<file path="config.mk">
export PLATFORM = sky130hd
export DESIGN_NAME = twb_access
export DESIGN_NICKNAME = d
export VERILOG_FILES = /design/src/rtl/twb_pkg.sv /design/src/rtl/twb_word_reg.sv /design/src/rtl/twb_access.sv
export SDC_FILE = /design/constraint.sdc
export NUM_CORES = 1
export LEC_CHECK = 0
export ABC_AREA = 1
export BUFFER_PORTS_ARGS = -buffer_cell sky130_fd_sc_hd__buf_2
export CAP_MARGIN = 20
export CORE_MARGIN = 2
export CORE_UTILIZATION = 51
export CTS_CLUSTER_DIAMETER = 30
export DETAILED_ROUTE_END_ITERATION = 6
export PLACE_DENSITY = 0.84
export SETUP_SLACK_MARGIN = 0.05
export SLEW_MARGIN = 20
export SYNTH_ARGS = -nofsm -noshare
export SYNTH_HDL_FRONTEND = slang
export SYNTH_SLANG_ARGS = --single-unit
export TNS_END_PERCENT = 50
</file>
<file path="constraint.sdc">
create_clock -name clock_i -period 1.48 [get_ports clock_i]
set_clock_uncertainty 0.2 [all_clocks]
set_input_delay 0 -clock clock_i [delete_from_list [all_inputs] [get_ports clock_i]]
set_output_delay 0 -clock clock_i [all_outputs]
set_load 0.05 [all_outputs]
</file>
<file path="src/rtl/twb_pkg.sv">
package twb_pkg;

  // Byte locations of the 16-bit registers seen from the 8-bit CPU port
  localparam logic [1:0] TWB_LOC_COUNT_LO = 2'h0; // count_lower_byte_location
  localparam logic [1:0] TWB_LOC_COUNT_HI = 2'h1; // count_upper_byte_location
  localparam logic [1:0] TWB_LOC_CAPT_LO = 2'h2;
  localparam logic [1:0] TWB_LOC_CAPT_HI = 2'h3;

  // Reset values
  localparam logic [7:0] TWB_HOLD_RST = 8'h00;
  localparam logic [15:0] TWB_WORD_RST = 16'h0000;

  // CPU byte access request
  typedef struct packed {
    logic rd;
    logic wr;
    logic [1:0] addr;
    logic [7:0] wdata;
  } twb_cpu_req_t;

  // Timer core events on the counter word
  typedef struct packed {
    logic clear;
    logic count;
  } twb_cnt_ev_t;

  // Access kind for one word register
  typedef enum logic [1:0] {
    TWB_ACC_NONE = 2'b00,
    TWB_ACC_RD_LO = 2'b01,
    TWB_ACC_WR_LO = 2'b10
  } twb_acc_t;

endpackage

</file>
<file path="src/rtl/twb_word_reg.sv">
// One 16-bit timer word with a low-byte-triggered load from the CPU side
module twb_word_reg
  import twb_pkg::*;
(
  // Clock and reset
  input wire logic clock_i,
  input wire logic rst_n_i,
  // CPU side
  input wire logic cpu_load_i,
  input wire logic [15:0] cpu_word_i,
  // Hardware side
  input wire logic hw_load_i,
  input wire logic [15:0] hw_word_i,
  input wire logic hw_clear_i,
  input wire logic hw_count_i,
  // Current value
  output logic [15:0] word_o
);

  logic [15:0] word_r;

  // CPU load first, then hardware load, clear, count
  always_ff @(posedge clock_i or negedge rst_n_i) begin
    if (!rst_n_i) begin
      word_r <= TWB_WORD_RST;
    end else if (cpu_load_i) begin
      word_r <= cpu_word_i;
    end else if (hw_load_i) begin
      word_r <= hw_word_i;
    end else if (hw_clear_i) begin
      word_r <= TWB_WORD_RST;
    end else if (hw_count_i) begin
      word_r <= word_r + 16'h0001;
    end
  end

  assign word_o = word_r;

  // A CPU load beats any clear or count in the same cycle
  cpu_prio_a: assert property (@(posedge clock_i) disable iff (!rst_n_i)
    cpu_load_i |=> word_r == $past(cpu_word_i))
    else $error("cpu word load lost to a timer event");

endmodule

</file>
<file path="src/rtl/twb_access.sv">
////////////////////////////////////////////////////////////////////////////////
// Summary of operation
// - One 8-bit high-byte holder is shared by both 16-bit registers.
// - Only a low-byte access moves a full word; a high-byte access touches the holder only.
// - A low-byte write loads holder and written byte into the word in one cycle.
// - A low-byte read returns the low byte and copies the upper half into the holder.
// - The holder keeps its value across low-byte writes so it can be reused.
// - High-byte locations read and write the holder, never the word's upper half.
// - A CPU counter write wins over a clear or count in the same cycle.
// - Capture value writes are taken only when the mode uses it as top value.
////////////////////////////////////////////////////////////////////////////////
module twb_access
  import twb_pkg::*;
(
  // Clock and reset
  input wire logic clock_i,
  input wire logic rst_n_i,
  // CPU byte port
  input wire twb_pkg::twb_cpu_req_t cpu_req_i,
  output logic [7:0] cpu_rdata_o,
  // Timer core
  input wire twb_pkg::twb_cnt_ev_t cnt_ev_i,
  input wire logic capt_top_mode_i,
  input wire logic capt_load_i,
  // Word views
  output logic [15:0] timer_count_value_o,
  output logic [15:0] capture_value_o
);

  import twb_pkg::*;

  logic [7:0] hold_r;
  logic [7:0] rdata_r;
  logic [7:0] hold_nxt;
  logic [7:0] rdata_nxt;
  logic [15:0] cnt_w;
  logic [15:0] cap_w;
  logic [15:0] cnt_q_r;
  logic [15:0] cap_q_r;
  twb_acc_t cnt_acc;
  twb_acc_t cap_acc;

  ////////////////////////////////////////////////////////////////////////////
  // Decode: only low-byte locations start a word access
  always_comb begin
    cnt_acc = TWB_ACC_NONE;
    cap_acc = TWB_ACC_NONE;
    if (cpu_req_i.addr == TWB_LOC_COUNT_LO) begin
      if (cpu_req_i.wr) begin
        cnt_acc = TWB_ACC_WR_LO;
      end else if (cpu_req_i.rd) begin
        cnt_acc = TWB_ACC_RD_LO;
      end
    end
    if (cpu_req_i.addr == TWB_LOC_CAPT_LO) begin
      // Writes ignored silently outside top-value modes
      if (cpu_req_i.wr && capt_top_mode_i) begin
        cap_acc = TWB_ACC_WR_LO;
      end else if (cpu_req_i.rd && !cpu_req_i.wr) begin
        cap_acc = TWB_ACC_RD_LO;
      end
    end
  end

  ////////////////////////////////////////////////////////////////////////////
  // Word registers, each loaded from holder plus written byte
  twb_word_reg u_count (
    .clock_i(clock_i),
    .rst_n_i(rst_n_i),
    .cpu_load_i(cnt_acc == TWB_ACC_WR_LO),
    .cpu_word_i({hold_r, cpu_req_i.wdata}),
    .hw_load_i(1'b0),
    .hw_word_i(TWB_WORD_RST),
    .hw_clear_i(cnt_ev_i.clear),
    .hw_count_i(cnt_ev_i.count),
    .word_o(cnt_w)
  );

  twb_word_reg u_capture (
    .clock_i(clock_i),
    .rst_n_i(rst_n_i),
    .cpu_load_i(cap_acc == TWB_ACC_WR_LO),
    .cpu_word_i({hold_r, cpu_req_i.wdata}),
    .hw_load_i(capt_load_i),
    .hw_word_i(cnt_w),
    .hw_clear_i(1'b0),
    .hw_count_i(1'b0),
    .word_o(cap_w)
  );

  ////////////////////////////////////////////////////////////////////////////
  // Shared holder: one byte for all words, kept across low-byte writes
  always_comb begin
    hold_nxt = hold_r;
    if (cnt_acc == TWB_ACC_RD_LO) begin
      hold_nxt = cnt_w[15:8];
    end else if (cap_acc == TWB_ACC_RD_LO) begin
      hold_nxt = cap_w[15:8];
    end else if (cpu_req_i.wr && cpu_req_i.addr[0]) begin
      hold_nxt = cpu_req_i.wdata;
    end
  end

  always_ff @(posedge clock_i or negedge rst_n_i) begin
    if (!rst_n_i) begin
      hold_r <= TWB_HOLD_RST;
    end else begin
      hold_r <= hold_nxt;
    end
  end

  ////////////////////////////////////////////////////////////////////////////
  // Read data, registered one cycle after the request
  always_comb begin
    rdata_nxt = rdata_r;
    if (cpu_req_i.rd && !cpu_req_i.wr) begin
      unique case (cpu_req_i.addr)
        TWB_LOC_COUNT_LO: rdata_nxt = cnt_w[7:0];
        TWB_LOC_CAPT_LO: rdata_nxt = cap_w[7:0];
        TWB_LOC_COUNT_HI, TWB_LOC_CAPT_HI: rdata_nxt = hold_r;
      endcase
    end
  end

  always_ff @(posedge clock_i or negedge rst_n_i) begin
    if (!rst_n_i) begin
      rdata_r <= TWB_HOLD_RST;
    end else begin
      rdata_r <= rdata_nxt;
    end
  end

  // Registered copies so outputs come straight from flip-flops
  always_ff @(posedge clock_i or negedge rst_n_i) begin
    if (!rst_n_i) begin
      cnt_q_r <= TWB_WORD_RST;
      cap_q_r <= TWB_WORD_RST;
    end else begin
      cnt_q_r <= cnt_w;
      cap_q_r <= cap_w;
    end
  end

  assign cpu_rdata_o = rdata_r;
  assign timer_count_value_o = cnt_q_r;
  assign capture_value_o = cap_q_r;

  ////////////////////////////////////////////////////////////////////////////
  // Checks
  hold_reset_a: assert property (@(posedge clock_i)
    $rose(rst_n_i) |-> hold_r == TWB_HOLD_RST)
    else $error("holder not zero after reset");

  low_write_a: assert property (@(posedge clock_i) disable iff (!rst_n_i)
    (cpu_req_i.wr && cpu_req_i.addr == TWB_LOC_COUNT_LO && !cnt_ev_i.clear)
      |=> cnt_w == {$past(hold_r), $past(cpu_req_i.wdata)})
    else $error("counter word not loaded from holder and low byte");

  low_read_a: assert property (@(posedge clock_i) disable iff (!rst_n_i)
    (cpu_req_i.rd && !cpu_req_i.wr && cpu_req_i.addr == TWB_LOC_COUNT_LO)
      |=> hold_r == $past(cnt_w[15:8]) && cpu_rdata_o == $past(cnt_w[7:0]))
    else $error("low read did not latch upper half");

  hold_keep_a: assert property (@(posedge clock_i) disable iff (!rst_n_i)
    (cpu_req_i.wr && !cpu_req_i.addr[0]) |=> $stable(hold_r))
    else $error("holder changed on low-byte write");

  high_write_a: assert property (@(posedge clock_i) disable iff (!rst_n_i)
    (cpu_req_i.wr && cpu_req_i.addr == TWB_LOC_COUNT_HI && !cnt_ev_i.clear
      && !cnt_ev_i.count) |=> $stable(cnt_w) && hold_r == $past(cpu_req_i.wdata))
    else $error("high-byte write reached the word");

  high_read_a: assert property (@(posedge clock_i) disable iff (!rst_n_i)
    (cpu_req_i.rd && !cpu_req_i.wr && cpu_req_i.addr[0])
      |=> cpu_rdata_o == $past(hold_r))
    else $error("high-byte read did not return holder");

  capt_guard_a: assert property (@(posedge clock_i) disable iff (!rst_n_i)
    (cpu_req_i.wr && cpu_req_i.addr == TWB_LOC_CAPT_LO && !capt_top_mode_i
      && !capt_load_i) |=> $stable(cap_w))
    else $error("capture value written outside top mode");

  shared_hold_a: assert property (@(posedge clock_i) disable iff (!rst_n_i)
    (cpu_req_i.wr && cpu_req_i.addr == TWB_LOC_COUNT_HI)
      ##1 (cpu_req_i.wr && cpu_req_i.addr == TWB_LOC_CAPT_LO && capt_top_mode_i)
      |=> cap_w[15:8] == $past(cpu_req_i.wdata, 2))
    else $error("capture upper half not taken from shared holder");

  // The holder is shared both ways: a capture high byte feeds the counter too
  shared_back_a: assert property (@(posedge clock_i) disable iff (!rst_n_i)
    (cpu_req_i.wr && cpu_req_i.addr == TWB_LOC_CAPT_HI)
      ##1 (cpu_req_i.wr && cpu_req_i.addr == TWB_LOC_COUNT_LO)
      |=> cnt_w[15:8] == $past(cpu_req_i.wdata, 2))
    else $error("counter upper half not taken from shared holder");

  capt_write_a: assert property (@(posedge clock_i) disable iff (!rst_n_i)
    (cpu_req_i.wr && cpu_req_i.addr == TWB_LOC_CAPT_LO && capt_top_mode_i)
      |=> cap_w == {$past(hold_r), $past(cpu_req_i.wdata)})
    else $error("capture word not loaded from holder and low byte");

  capt_read_a: assert property (@(posedge clock_i) disable iff (!rst_n_i)
    (cpu_req_i.rd && !cpu_req_i.wr && cpu_req_i.addr == TWB_LOC_CAPT_LO)
      |=> hold_r == $past(cap_w[15:8]) && cpu_rdata_o == $past(cap_w[7:0]))
    else $error("capture low read did not latch upper half");

  capt_high_a: assert property (@(posedge clock_i) disable iff (!rst_n_i)
    (cpu_req_i.wr && cpu_req_i.addr == TWB_LOC_CAPT_HI && !capt_load_i)
      |=> $stable(cap_w) && hold_r == $past(cpu_req_i.wdata))
    else $error("high-byte write reached the capture word");

  // Only a low read or a high write may touch the holder
  high_rd_hold_a: assert property (@(posedge clock_i) disable iff (!rst_n_i)
    (cpu_req_i.rd && !cpu_req_i.wr && cpu_req_i.addr[0]) |=> $stable(hold_r))
    else $error("high-byte read changed the holder");

  cnt_prio_a: assert property (@(posedge clock_i) disable iff (!rst_n_i)
    (cpu_req_i.wr && cpu_req_i.addr == TWB_LOC_COUNT_LO && cnt_ev_i.clear)
      |=> cnt_w == {$past(hold_r), $past(cpu_req_i.wdata)})
    else $error("counter write lost to a clear");

endmodule

</file>
# Word-level counts from Yosys, hierarchy flattened
# Index checks and enable logic that the tools add are counted.
# W data, S select, Z words.
dict set report totals {
  register_bits 80
  in_bits 18
  out_inout_bits 40
  word_cells 38
}
dict set report op_classes {
  add_sub_neg 1
  n_eq_ne 7
  muxes 15
  reduce_logical 9
}
# operator count
set op_table {}
lappend op_table {{$mux W16} 5}
lappend op_table {{$mux W8} 3}
lappend op_table {{$pmux W8 S3} 1}
lappend op_table {{$add A16 B1 Y16 const B} 1}
lappend op_table {{$eq A2 B2 Y1 const B} 4}
lappend op_table {{$mux W2} 4}
lappend op_table {{$eq A2 B1 Y1 const B} 3}
lappend op_table {{$reduce_bool A3 Y1} 2}
lappend op_table {{$logic_and A1 B1 Y1} 3}
lappend op_table {{$logic_not A2 Y1} 1}
lappend op_table {{$mux W1} 2}
lappend op_table {{$reduce_bool A2 Y1} 1}
lappend op_table {{$reduce_or A2 Y1} 1}
lappend op_table {{$logic_not A1 Y1} 1}

# Logic depth before layout (Yosys ltp)
# Gate-level depths: netlist of the first run.
dict set report depth {
  ltp_word 8
  ltp_mapped 8
  ltp_nobuf 8
}

# Modules after synthesis
# A second synthesis of the first run with hierarchy kept.
dict set report unflattened {
  cells_unflattened 607
  area_unflattened_um2 4501.8
}
# module instances cells_each area_per_inst_um2 seq_area_each_um2
set modules_own_cells {}
lappend modules_own_cells {twb_word_reg 2 215 1338.8 400.4}
lappend modules_own_cells {twb_access 1 177 1824.2 1201.2}

# Least setup slack after synthesis of the first run
# Ideal clock, no wire load.
dict set report synth_timing {
  kind {reg-to-reg}
  from {reg u_count.word_r[0], in the netlist u_count.word_o[0]}
  to {reg u_count.word_r[14], in the netlist u_count.word_o[14]}
  setup_ns 0.121
  t_arrival_ns 1.164
  t_required_ns 1.159
  path_slack_ns -0.005
  path_stages_with_launch 9
  n_path_buf 0
  synth_period_minus_slack_ns 1.485
  cell_sequence {dfrtp_1 > ha_1 > nand2_1 > nor2_4 > nand2_1 > nor2_1 > nand2_1 > nand3_1 > a21oi_1}
}
dict set report synth_between {
  elab_chain_cells 4
}
# element line_no
set synth_rtl {}
lappend synth_rtl {{start, declared} twb_word_reg.sv:20} ;# logic [15:0] word_r;
lappend synth_rtl {{start signal, assigned} twb_word_reg.sv:27} ;# word_r <= cpu_word_i;
lappend synth_rtl {{start signal, assigned} twb_word_reg.sv:29} ;# word_r <= hw_word_i;
lappend synth_rtl {{start signal, assigned} twb_word_reg.sv:33} ;# word_r <= word_r + 16'h0001;
lappend synth_rtl {{$add A16 B1 Y16} twb_word_reg.sv:33}
lappend synth_rtl {{$mux W16} twb_word_reg.sv:32} ;# end else if (hw_count_i) begin
lappend synth_rtl {{$mux W16} twb_word_reg.sv:30} ;# end else if (hw_clear_i) begin
lappend synth_rtl {{$mux W16} twb_word_reg.sv:26} ;# end else if (cpu_load_i) begin
# No other way between the ends. The select of a mux whose other input is x is not followed.
# A chain may end at the register's enable or synchronous reset.

# Final worst setup path of the first run
# Ends and elaborated chain as after synthesis.

==> results.py, run 1 <==
metrics = {
    "yosys": {
        "synth-compound-area-share_pct": 16.5,
        "synth_edf_count": 0,
        "syn_avg_cell_area_um2": 9.04,
        "synth_top_cell_area_share_pct": 55.5,
        "synth-seq-cells": 80,
        "synthArstFlopShare_pct": 100,
        "synth_top_cell_by_area": "dfrtp_1",
        "syn-cell-area_um2": 3610,
        "syn_inst": 399,
        "ys_types": 26,
        "ys.warnings.count": 0,
        "synth_top_flop_cell": "dfrtp_1",
        "synth_top_family_by_area": "simple AND/OR/NAND/NOR gates",
        "synth_area_leaders": "dfrtp_1 55%, nand2_1 6.9%, inv_1 6.2%",
        "muxShareOfSynthArea_pct": 0,
        "synthXorXnorAreaFrac_pct": 0,
        "synth_adder_area_share_pct": 0.347,
        "syn_nets": 418,
        "synth_seq_area_share_pct": 55.5,
        "synth-simple-area-share_pct": 18.0,
    },
    "placed_design": {
        "hpwl_mm": 6.80,
        "placedCellCount": 568,
        "placed_cell_area_um2": 4150,
        "io_buffers": 57,
        "place.gp.congestion": 0.915,
    },
    "timing": {
        "setup_slack_ps": -142,
        "rsz0062_at_grt": "true",
        "fmax_mhz": 617,
        "setup_viol": 8,
        "post-route-period-util_pct": 110,
        "worstMarginPinSlew_ps": 352,
        "hold_ws_ps": -12.6,
        "min_period_ps": 1620,
        "drv_slew": 0,
        "relSlewSlack_pct": 76.5,
        "hold_viol": 1,
    },
    "power_and_ir_drop": {
        "p_switching_mw": 2.08,
        "p_leak_nw": 2.38,
        "vdd_drop_max_mv": 0.586,
        "seqPwrFrac_pct": 44.3,
        "p_sw_share_pct": 35.0,
        "pwr-share-clk_pct": 28.2,
        "power_mw": 5.94,
        "intPower_mw": 3.86,
        "p_comb_share_pct": 27.5,
        "pwr_density_cell_nw_per_um2": 1260,
    },
    "final_layout": {
        "nFillCells": 514,
        "finish.utilization_pct": 68.9,
        "final_nets": 527,
        "drive_gt1_share_pct": 30.1,
        "syn_to_final_growth_pct": 30.5,
        "diodes": 0,
        "finalNonFillerCells": 608,
        "design_area_um2": 4710,
    },
    "cts": {
        "htreeDepth": 3,
        "clkTransAtPathRegs_ps": 80,
        "cts_tree": "yes",
        "insertion_delay_ps": 360,
        "cts_buffer_depth": 2,
        "cts-buffers-inserted": 9,
        "cts.sink_count": 80,
        "cts_root_buffer": "clkbuf_8",
    },
    "status": {
        "violations": "negative hold slack, negative setup slack",
        "outcome": "finished, violations left",
    },
    "floorplanning": {
        "die_h_um": 88.1,
        "core_area_um2": 6830,
        "ios": 58,
        "rows": 30,
        "die_w_um": 88.1,
        "start_util_pct": 52.8,
        "die_area_um2": 7760,
    },
    "routing": {
        "dr.pass1.iters": 5,
        "antenna_left": 0,
        "drtIter0Drc": 388,
        "drc": 0,
        "viasPerCell": 5.67,
        "vias": 3450,
        "avgRoutedWirePerCell_um": 16.8,
        "route.final.wire_length_mm": 10.2,
    },
    "global_route": {
        "antenna_found_initial": 0,
        "grt_pass1_vias": 3092,
        "grt_usage_pct": 27.1,
        "grt_pass1_wl_mm": 15.5,
        "grt_max_degree": 36,
        "grt-ovfl-total": 0,
    },
    "worst_hold_path": {
        "hp-start": "cpu_req_i[9]",
        "hold_class": "in -> reg",
    },
    "critical_path": {
        "crit_slowest_cell": "dfrtp_1",
        "critPathArrivalTime_ps": 1700,
        "path_class": "reg -> reg",
        "worst_ep_required_time_ps": 1560,
        "crit_path_end_kind": "flip-flop",
        "crit_buf_inv": 0,
        "rr_startpoint": "u_count.word_o[0]",
        "slowest_delay_ps": 390,
        "path_cells": "ha_2, nand2_2, nor2_4, nand2_2, o21bai_1, nand3_1, a21oi_2",
        "cp-startpoint": "u_count.word_o[0]",
        "cp_common_cell": "nand2_2",
        "cp_top_family": "simple AND/OR/NAND/NOR gates",
        "worstSetupStartpointType": "flip-flop",
        "worstPathMaxFanout": 4,
    },
    "run": {
        "cap_violations": 0,
    },
}
through the flow:
step,TNS (ps),worst slack [ps]
final,-589,-142
after global routing,-1320,-184
after floorplan,0,0.703
after CTS,-627,-127
after detailed placement,-600,-152
after global placement,-21.9,-16.8
area by class of cell:
type,count,area (um2),area share [%]
Sequential cell,80,2010,42.6
Multi-Input combinational cell,242,1370,29.1
Timing Repair Buffer,112,764,16.2
Inverter,63,241,5.13
Clock buffer,13,169,3.59
Tap cell,96,120,2.55
Clock inverter,2,37.5,0.797
repair_timing:
item,in CTS,in global routing
endpoints found under the setup margin,12,61
endpoints found under the hold margin,114,0
hold buffers,15,0
buffers inserted,3,7
pin swaps,6,14
gates cloned,0,0
resized for setup,11,40
power groups by stage:
stage / Combinational [mW] / Clock [mW] / Sequential (mW)
2_1_floorplan: 0.435 / 0 / 3.20
3_3_place_gp: 1.46 / 0 / 2.66
6_report: 1.63 / 1.68 / 2.63
4_1_cts: 1.54 / 1.68 / 2.63
3_5_place_dp: 1.48 / 0 / 2.67
5_1_grt: 1.74 / 1.79 / 2.66
path summary, 6_finish.rpt:
path                                             to  slack, ps  cells past startpoint
worst min-delay path                      hold_r[1]        -10                      5
max in group asynchronous         u_count.word_o[2]        200                      4
worst max register to register   u_count.word_o[14]       -140                      7
worst min register to register  capture_value_o[12]        180                      0
worst max-delay path             u_count.word_o[14]       -140                      7
min in group asynchronous        capture_value_o[9]        390                      3
registers in the layout (all words and copies together), names as in the netlist:
name	count
cpu_rdata_o	8
u_count.word_o	16
u_capture.word_o	16
capture_value_o	16
timer_count_value_o	16
hold_r	8
Yosys cell counts (2+ instances only):
cell type  count
o211ai_1      12
o21ai_0       33
buf_6          6
nand2_2        2
o21bai_1       2
nand3_1       38
nand2_1       66
inv_4          2
dfrtp_1       80
a21oi_1       20
o22ai_1       12
buf_2          5
nand4_1        2
nor2_4         3
a31oi_1        2
o221ai_1      14
nor2_1        29
inv_1         60
nand2_4        3
a22oi_1        2
logic make-up after synthesis:
kind of cell             count (synthesis)
adder cells (fa/ha/maj)                  1
AND/OR/NAND/NOR                        144
flip-flops                              80
AO/OA/AOI/OAI                           97
buffers and inverters                   77
routing by layer:
metal	global-route usage (%)	vias up	part of all wire [%]
met2	42.1	231	47
met3	5.28	55	9.9
li1	-	1558	-
met1	36.0	1606	38
met5	0	-	0
met4	14.5	0	4.7
cells in the final DEF (no fill, tap or decap), types with 3 or more instances in the layout:
cell	count
o21ai_1	9
a21oi_2	4
buf_2	56
nor2_1	24
dfrtp_1	77
nand2_4	5
nand2_2	11
inv_1	59
o22ai_1	12
o221ai_1	14
o21ai_0	20
dlygate4sd3_1	14
o21ai_2	4
a21oi_1	16
o211ai_1	12
nor2_4	7
dfrtp_2	3
nand3_2	3
buf_6	3
nand3_1	36
clkbuf_8	12
nand2_1	55
buf_4	37
tightest hold or removal path, cell delays in order:
cell,delay [ps]
buf_2,140
nor2_4,60
nand2_4,110
o221ai_1,110
o21ai_1,80
Note: power is estimated with default switching activity, not from simulation.
==> inputs of run 2 (changes only) <==
Settings changed: ABC_AREA 1 to unset, CORE_UTILIZATION 51 to 56, PLACE_DENSITY 0.84 to 0.87.
Clock period 1.48 ns to 1.6 ns, I/O delays scaled along.
==> run 2 against run 1 <==
  * The run ends with negative setup slack left
  * Sequential power fell by 9.9%
  * Combinational power fell by 32%
  * Hold slack improved by 47 ps
  * Critical path type unchanged
  * Critical endpoint is now u_count.word_o[15]
  * Largest power group unchanged
  * Highest routed layer unchanged
==> results.py, run 2 <==
metrics = {
    "timing": {
        "rsz0062_at_grt": "true",
        "drv_slew": 0,
        "setup_slack_ps": -45.3,
        "worstMarginPinSlew_ps": 1120,
        "relSlewSlack_pct": 24.8,
        "setup_viol": 6,
        "min_period_ps": 1650,
        "fmax_mhz": 608,
        "hold_viol": 0,
        "setup_tns_ps": -155,
        "post-route-period-util_pct": 103,
    },
    "final_layout": {
        "diodes": 0,
        "syn_to_final_growth_pct": 30.3,
        "finalNonFillerCells": 486,
        "drive_gt1_share_pct": 31.1,
        "final_common_cell": "dfrtp_1",
        "layout_common_cells": "80 x dfrtp_1, 56 x buf_2, 35 x nor2_1, 32 x mux2i_1, 31 x a21oi_1",
        "final_nets": 425,
    },
    "critical_path": {
        "timing.rr.end": "u_count.word_o[15]",
        "slowest_delay_ps": 410,
        "worstSetupStartpointType": "flip-flop",
        "worst_ep_required_time_ps": 1640,
        "crit_path_end_kind": "flip-flop",
        "path_class": "reg -> reg",
        "reg2regPathDepth": 5,
        "critPathArrivalTime_ps": 1680,
        "reg2reg_setup_slack_ps": -50,
        "crit_slowest_cell": "dfrtp_1",
        "rr_startpoint": "u_count.word_o[0]",
        "worstPathMaxFanout": 5,
        "path_cells": "buf_6, nand3_4, nor3_4, and3_4, o211ai_1",
    },
    "power_and_ir_drop": {
        "pwr_density_cell_nw_per_um2": 1100,
        "vdd_drop_max_mv": 0.793,
        "p_leak_nw": 2.34,
    },
    "yosys": {
        "syn_inst": 307,
        "syn_avg_cell_area_um2": 11.4,
        "ys.warnings.count": 0,
        "syn-cell-area_um2": 3490,
        "syn_nets": 326,
        "ys_top_cells_by_count": "80 x dfrtp_1, 36 x nor2_1, 33 x mux2i_1",
        "yosysMostFrequentCell": "dfrtp_1",
        "synth_top_cell_by_area": "dfrtp_1",
        "synth_top_flop_cell": "dfrtp_1",
        "synth_edf_count": 0,
        "synthArstFlopShare_pct": 100,
        "synth_seq_area_share_pct": 57.3,
        "synth_top_cell_area_share_pct": 57.3,
        "synth-seq-cells": 80,
        "ys_types": 35,
        "synth_area_leaders": "dfrtp_1 57%, mux2i_1 9.5%, a21oi_1 4.6%",
    },
    "routing": {
        "drtIter0Drc": 439,
        "viasPerCell": 6.17,
        "antenna_left": 0,
        "vias": 2998,
        "dr.pass1.iters": 6,
        "avgRoutedWirePerCell_um": 20.4,
        "drc": 0,
        "route.final.wire_length_mm": 9.90,
    },
    "floorplanning": {
        "rows": 28,
        "die_w_um": 83.0,
        "core_area_um2": 5990,
        "die_h_um": 83.0,
        "start_util_pct": 58.3,
        "ios": 58,
        "die_area_um2": 6890,
    },
    "global_route": {
        "grt-ovfl-total": 0,
        "grt_usage_pct": 26.8,
        "grt_pass1_wl_mm": 14.3,
        "grt_max_degree": 33,
        "grt_pass1_vias": 2772,
        "antenna_found_initial": 0,
    },
    "placed_design": {
        "hpwl_mm": 5.53,
        "io_buffers": 57,
        "place.gp.congestion": 0.929,
        "placedCellCount": 444,
    },
    "status": {
        "violations": "negative setup slack",
        "outcome": "finished, violations left",
    },
    "cts": {
        "htreeDepth": 3,
        "cts_root_buffer": "clkbuf_8",
        "cts_buffer_depth": 2,
        "cts_tree": "yes",
        "cts.sink_count": 80,
        "insertion_delay_ps": 360,
        "clkTransAtPathRegs_ps": 80,
        "cts-buffers-inserted": 9,
    },
    "run": {
        "cap_violations": 0,
    },
    "worst_hold_path": {
        "hp-start": "cpu_req_i[8]",
        "hold_class": "in -> reg",
        "hold_path_end": "cpu_rdata_o[0]",
        "holdPathStages": 4,
    },
}
==> run 2: cell types whose count changed after synthesis, moves of 8 or more <==
cell | previous run | this run
a21oi_1 | 20 | 32
a22o_1 | 0 | 12
clkbuf_1 | 1 | 9
inv_1 | 60 | 2
mux2_2 | 0 | 8
mux2i_1 | 0 | 33
nand2_1 | 66 | 27
nand3_1 | 38 | 2
o211ai_1 | 12 | 2
o21ai_0 | 33 | 16
o221ai_1 | 14 | 0
o22ai_1 | 12 | 0
==> run 2: logic make-up after synthesis <==
family	share of synthesized area [%]
AOI/OAI and AO/OA	10.7
xor gates and xnor gates	3.26
adders and majority gates	0.358
buffers and inverters	3.19
muxes	12.0
DFF	57.3
and+or+nand+nor	13.1
==> run 2: critical path: cells and delay by family, from the launching register on <==
kind            cells  cell delay [ps]
compound gates      1               80
buf+inv             1              150
flops               1              410
simple gates        3              680
==> run 2: per-layer routing <==
metal	up-vias	share of wire, %	GRT usage [%]
met2	232	49	43.3
met4	0	4.5	13.4
met5	-	0	0
met3	54	9.9	4.97
li1	1271	-	-
met1	1441	37	34.7
==> run 2: how the worst max path moves through the flow <==
stage	startpoint	endpoint	slack, ps
after CTS	u_count.word_o[1]	u_count.word_o[8]	6
after global placement	u_count.word_o[0]	u_count.word_o[12]	20
after global routing	u_count.word_o[0]	u_count.word_o[12]	-90
after detailed placement	cpu_req_i[10]	u_count.word_o[15]	-120
final	u_count.word_o[0]	u_count.word_o[15]	-50
after floorplan	u_count.word_o[0]	u_count.word_o[12]	-80
==> run 2: where the power goes <==
part | switching [mW] | total, mW | internal, mW
Sequential | 0.151 | 2.37 | 2.22
Clock | 0.719 | 1.52 | 0.803
Combinational | 0.761 | 1.11 | 0.354
==> run 2: stage by stage <==
step                area [um2]  power [mW]  utilization, %  hold WS (ps)  worst slack [ps]
global placement          3990        3.35            66.5          -328              21.9
CTS                       4400        4.90            73.5          2.68              5.90
floorplan                 3500        3.05               -          -496             -81.8
detailed placement        3990        3.38            66.5          -323              -121
finish                    4550        5.01            76.0          34.0             -45.3
global route              4550        5.15            76.0          71.4             -93.3
==> run 2: timing repair <==
action	4_1_cts	5_1_grt
pin swaps	3	13
gates resized for setup	4	17
endpoints found under the hold margin	119	0
buffers inserted	0	6
setup endpoints to repair	5	17
hold buffers	20	0
==> run 2: final cells by class <==
class / count / area (um2)
repair buffers: 107 / 768
well taps: 75 / 93.8
clock inverters: 3 / 40.0
multi-input cells: 206 / 1480
flip-flops and latches: 80 / 2000
inverters: 2 / 7.51
fillers: 345 / 1440
clock buffers: 13 / 159
==> inputs of run 3 (changes only) <==
Settings changed: CORE_UTILIZATION 56 to 60, PLACE_DENSITY 0.87 to 0.92.
Clock period 1.6 ns to 2 ns, I/O delays scaled along.
==> run 3 against run 2 <==
  * The flow now finishes without violations
  * Critical endpoint is now u_count.word_o[1]
  * Clock-buffer cell count shrank 1
  * Core utilization grew 2.0 points
  * Global-route usage grew 5.7 points
  * Sequential share of layout area grew 2.1 points
  * Total power shrank 19%
  * Sequential power shrank 19%
  * Worst setup slack gained 130 ps
  * Fmax shrank 14%
  * Die area shrank 6.4%
  * Clock power shrank 13%
  * Highest routed layer unchanged
  * Largest cell class unchanged
  * Via count shrank 0.77%
==> results.py, run 3 (synthesis gave the netlist of run 2 again) <==
metrics = {
    "status": {
        "outcome": "finished clean",
    },
    "floorplanning": {
        "rows": 27,
        "die_h_um": 80.3,
        "core_area_um2": 5570,
        "die_w_um": 80.3,
        "die_area_um2": 6450,
        "start_util_pct": 62.7,
        "ios": 58,
    },
    "power_and_ir_drop": {
        "p_leak_nw": 2.21,
        "pwr_density_cell_nw_per_um2": 937,
        "power_mw": 4.08,
        "vdd_drop_max_mv": 0.866,
        "p_comb_share_pct": 20.2,
        "p_sw_share_pct": 31.5,
        "intPower_mw": 2.79,
        "pwr-share-clk_pct": 32.7,
        "p_switching_mw": 1.28,
        "seqPwrFrac_pct": 47.0,
    },
    "critical_path": {
        "critPathArrivalTime_ps": 1950,
        "crit_path_end_kind": "flip-flop",
        "cp-startpoint": "u_count.word_o[0]",
        "reg2reg_setup_slack_ps": 80,
        "reg2regPathDepth": 4,
        "path_class": "reg -> reg",
        "timing.rr.end": "u_count.word_o[1]",
        "worstPathMaxFanout": 5,
        "worst_ep_required_time_ps": 2040,
        "worstSetupStartpointType": "flip-flop",
        "crit_end": "u_count.word_o[1]",
        "rr_startpoint": "u_count.word_o[0]",
    },
    "routing": {
        "viasPerCell": 6.36,
        "dr.pass1.iters": 5,
        "avgRoutedWirePerCell_um": 20.8,
        "drc": 0,
        "vias": 2975,
        "antenna_left": 0,
        "route.final.wire_length_mm": 9.75,
        "drtIter0Drc": 329,
    },
    "worst_hold_path": {
        "hold_class": "in -> reg",
    },
    "placed_design": {
        "dp_worst_setup_slack_ps": 102,
        "hpwl_mm": 5.45,
        "place.gp.congestion": 0.896,
        "io_buffers": 57,
    },
    "timing": {
        "worstMarginPinSlew_ps": 534,
        "rsz0062_at_grt": "false",
        "setup_slack_ps": 80.5,
        "hold_viol": 0,
        "fmax_mhz": 521,
        "setup_viol": 0,
        "drv_slew": 0,
        "post-route-period-util_pct": 96.0,
        "setup_tns_ps": 0,
        "min_period_ps": 1920,
        "relSlewSlack_pct": 64.4,
    },
    "final_layout": {
        "drive_gt1_share_pct": 26.3,
        "finish.utilization_pct": 78.0,
        "final_common_cell": "dfrtp_1",
        "syn_to_final_growth_pct": 24.5,
        "diodes": 0,
        "final_nets": 411,
        "layout_common_cells": "78 x dfrtp_1, 56 x buf_2, 36 x nor2_1, 33 x mux2i_1, 32 x a21oi_1",
    },
    "cts": {
        "cts_buffer_depth": 2,
        "cts-buffers-inserted": 9,
        "cts_tree": "yes",
        "cts_root_buffer": "clkbuf_8",
        "insertion_delay_ps": 360,
        "htreeDepth": 3,
        "clkTransAtPathRegs_ps": 80,
        "cts.sink_count": 80,
    },
    "global_route": {
        "grt_pass1_vias": 2941,
        "grt-ovfl-total": 0,
        "grt_pass1_wl_mm": 15.4,
        "antenna_found_initial": 0,
        "grt_usage_pct": 32.4,
        "grt_max_degree": 41,
    },
    "run": {
        "cap_violations": 0,
    },
}
[run 3: worst max-delay path, cell delays in order (launching register included)]
cell and delay, ps:
dfrtp_2 460, ha_1 310, mux2i_1 180, o31ai_1 90, dlygate4sd3_1 560
[run 3: what timing repair did]
action | 4_1_cts | 5_1_grt
hold endpoints to repair | 113 | 0
setup buffers | 0 | 2
hold buffers | 25 | 0
resized for setup | 0 | 3
endpoints found under the setup margin | 0 | 4
[run 3: stage by stage]
stage	hold slack, ps	std cells	cell area, um2
after floorplan	-496	307	3490
after global placement	-202	426	3850
after detailed placement	-193	426	3850
after CTS	22.8	466	4320
after global routing	66.1	468	4350
final	45.2	468	4350
[run 3: cell type report]
| type | count | area (um2) |
|---|---|---|
| clock buffer | 12 | 155 |
| tap | 72 | 90.1 |
| sequential | 80 | 2000 |
| inverter | 2 | 7.51 |
| fill | 318 | 1220 |
| multi-input combinational | 206 | 1400 |
| timing repair buffer | 93 | 633 |
| clock inverter | 3 | 65.1 |
[run 3: worst min-delay path by stage]
stage | cells after the start | slack [ps] | startpoint | endpoint
detailed placement | 1 | -190 | rst_n_i | capture_value_o[0]
global placement | 1 | -200 | rst_n_i | capture_value_o[0]
CTS | 4 | 20 | cpu_req_i[8] | cpu_rdata_o[0]
finish | 3 | 50 | capt_load_i | u_capture.word_o[13]
floorplan | 0 | -500 | rst_n_i | capture_value_o[0]
global route | 4 | 70 | cpu_req_i[8] | cpu_rdata_o[0]
[run 3: per-layer routing]
metal	global-route usage [%]	up-vias	routed length, um
met2	52.4	237	4680
met1	41.5	1434	3680
met3	7.87	64	870
li1	-	1240	-
met5	0	-	0
met4	14.6	0	522
[run 3: power groups by stage]
stage	logic, mW	clock network [mW]	registers [mW]
floorplan	0.241	0	2.20
global placement	0.725	0	1.93
detailed placement	0.745	0	1.94
CTS	0.798	1.33	1.91
global route	0.869	1.41	1.94
finish	0.825	1.33	1.92
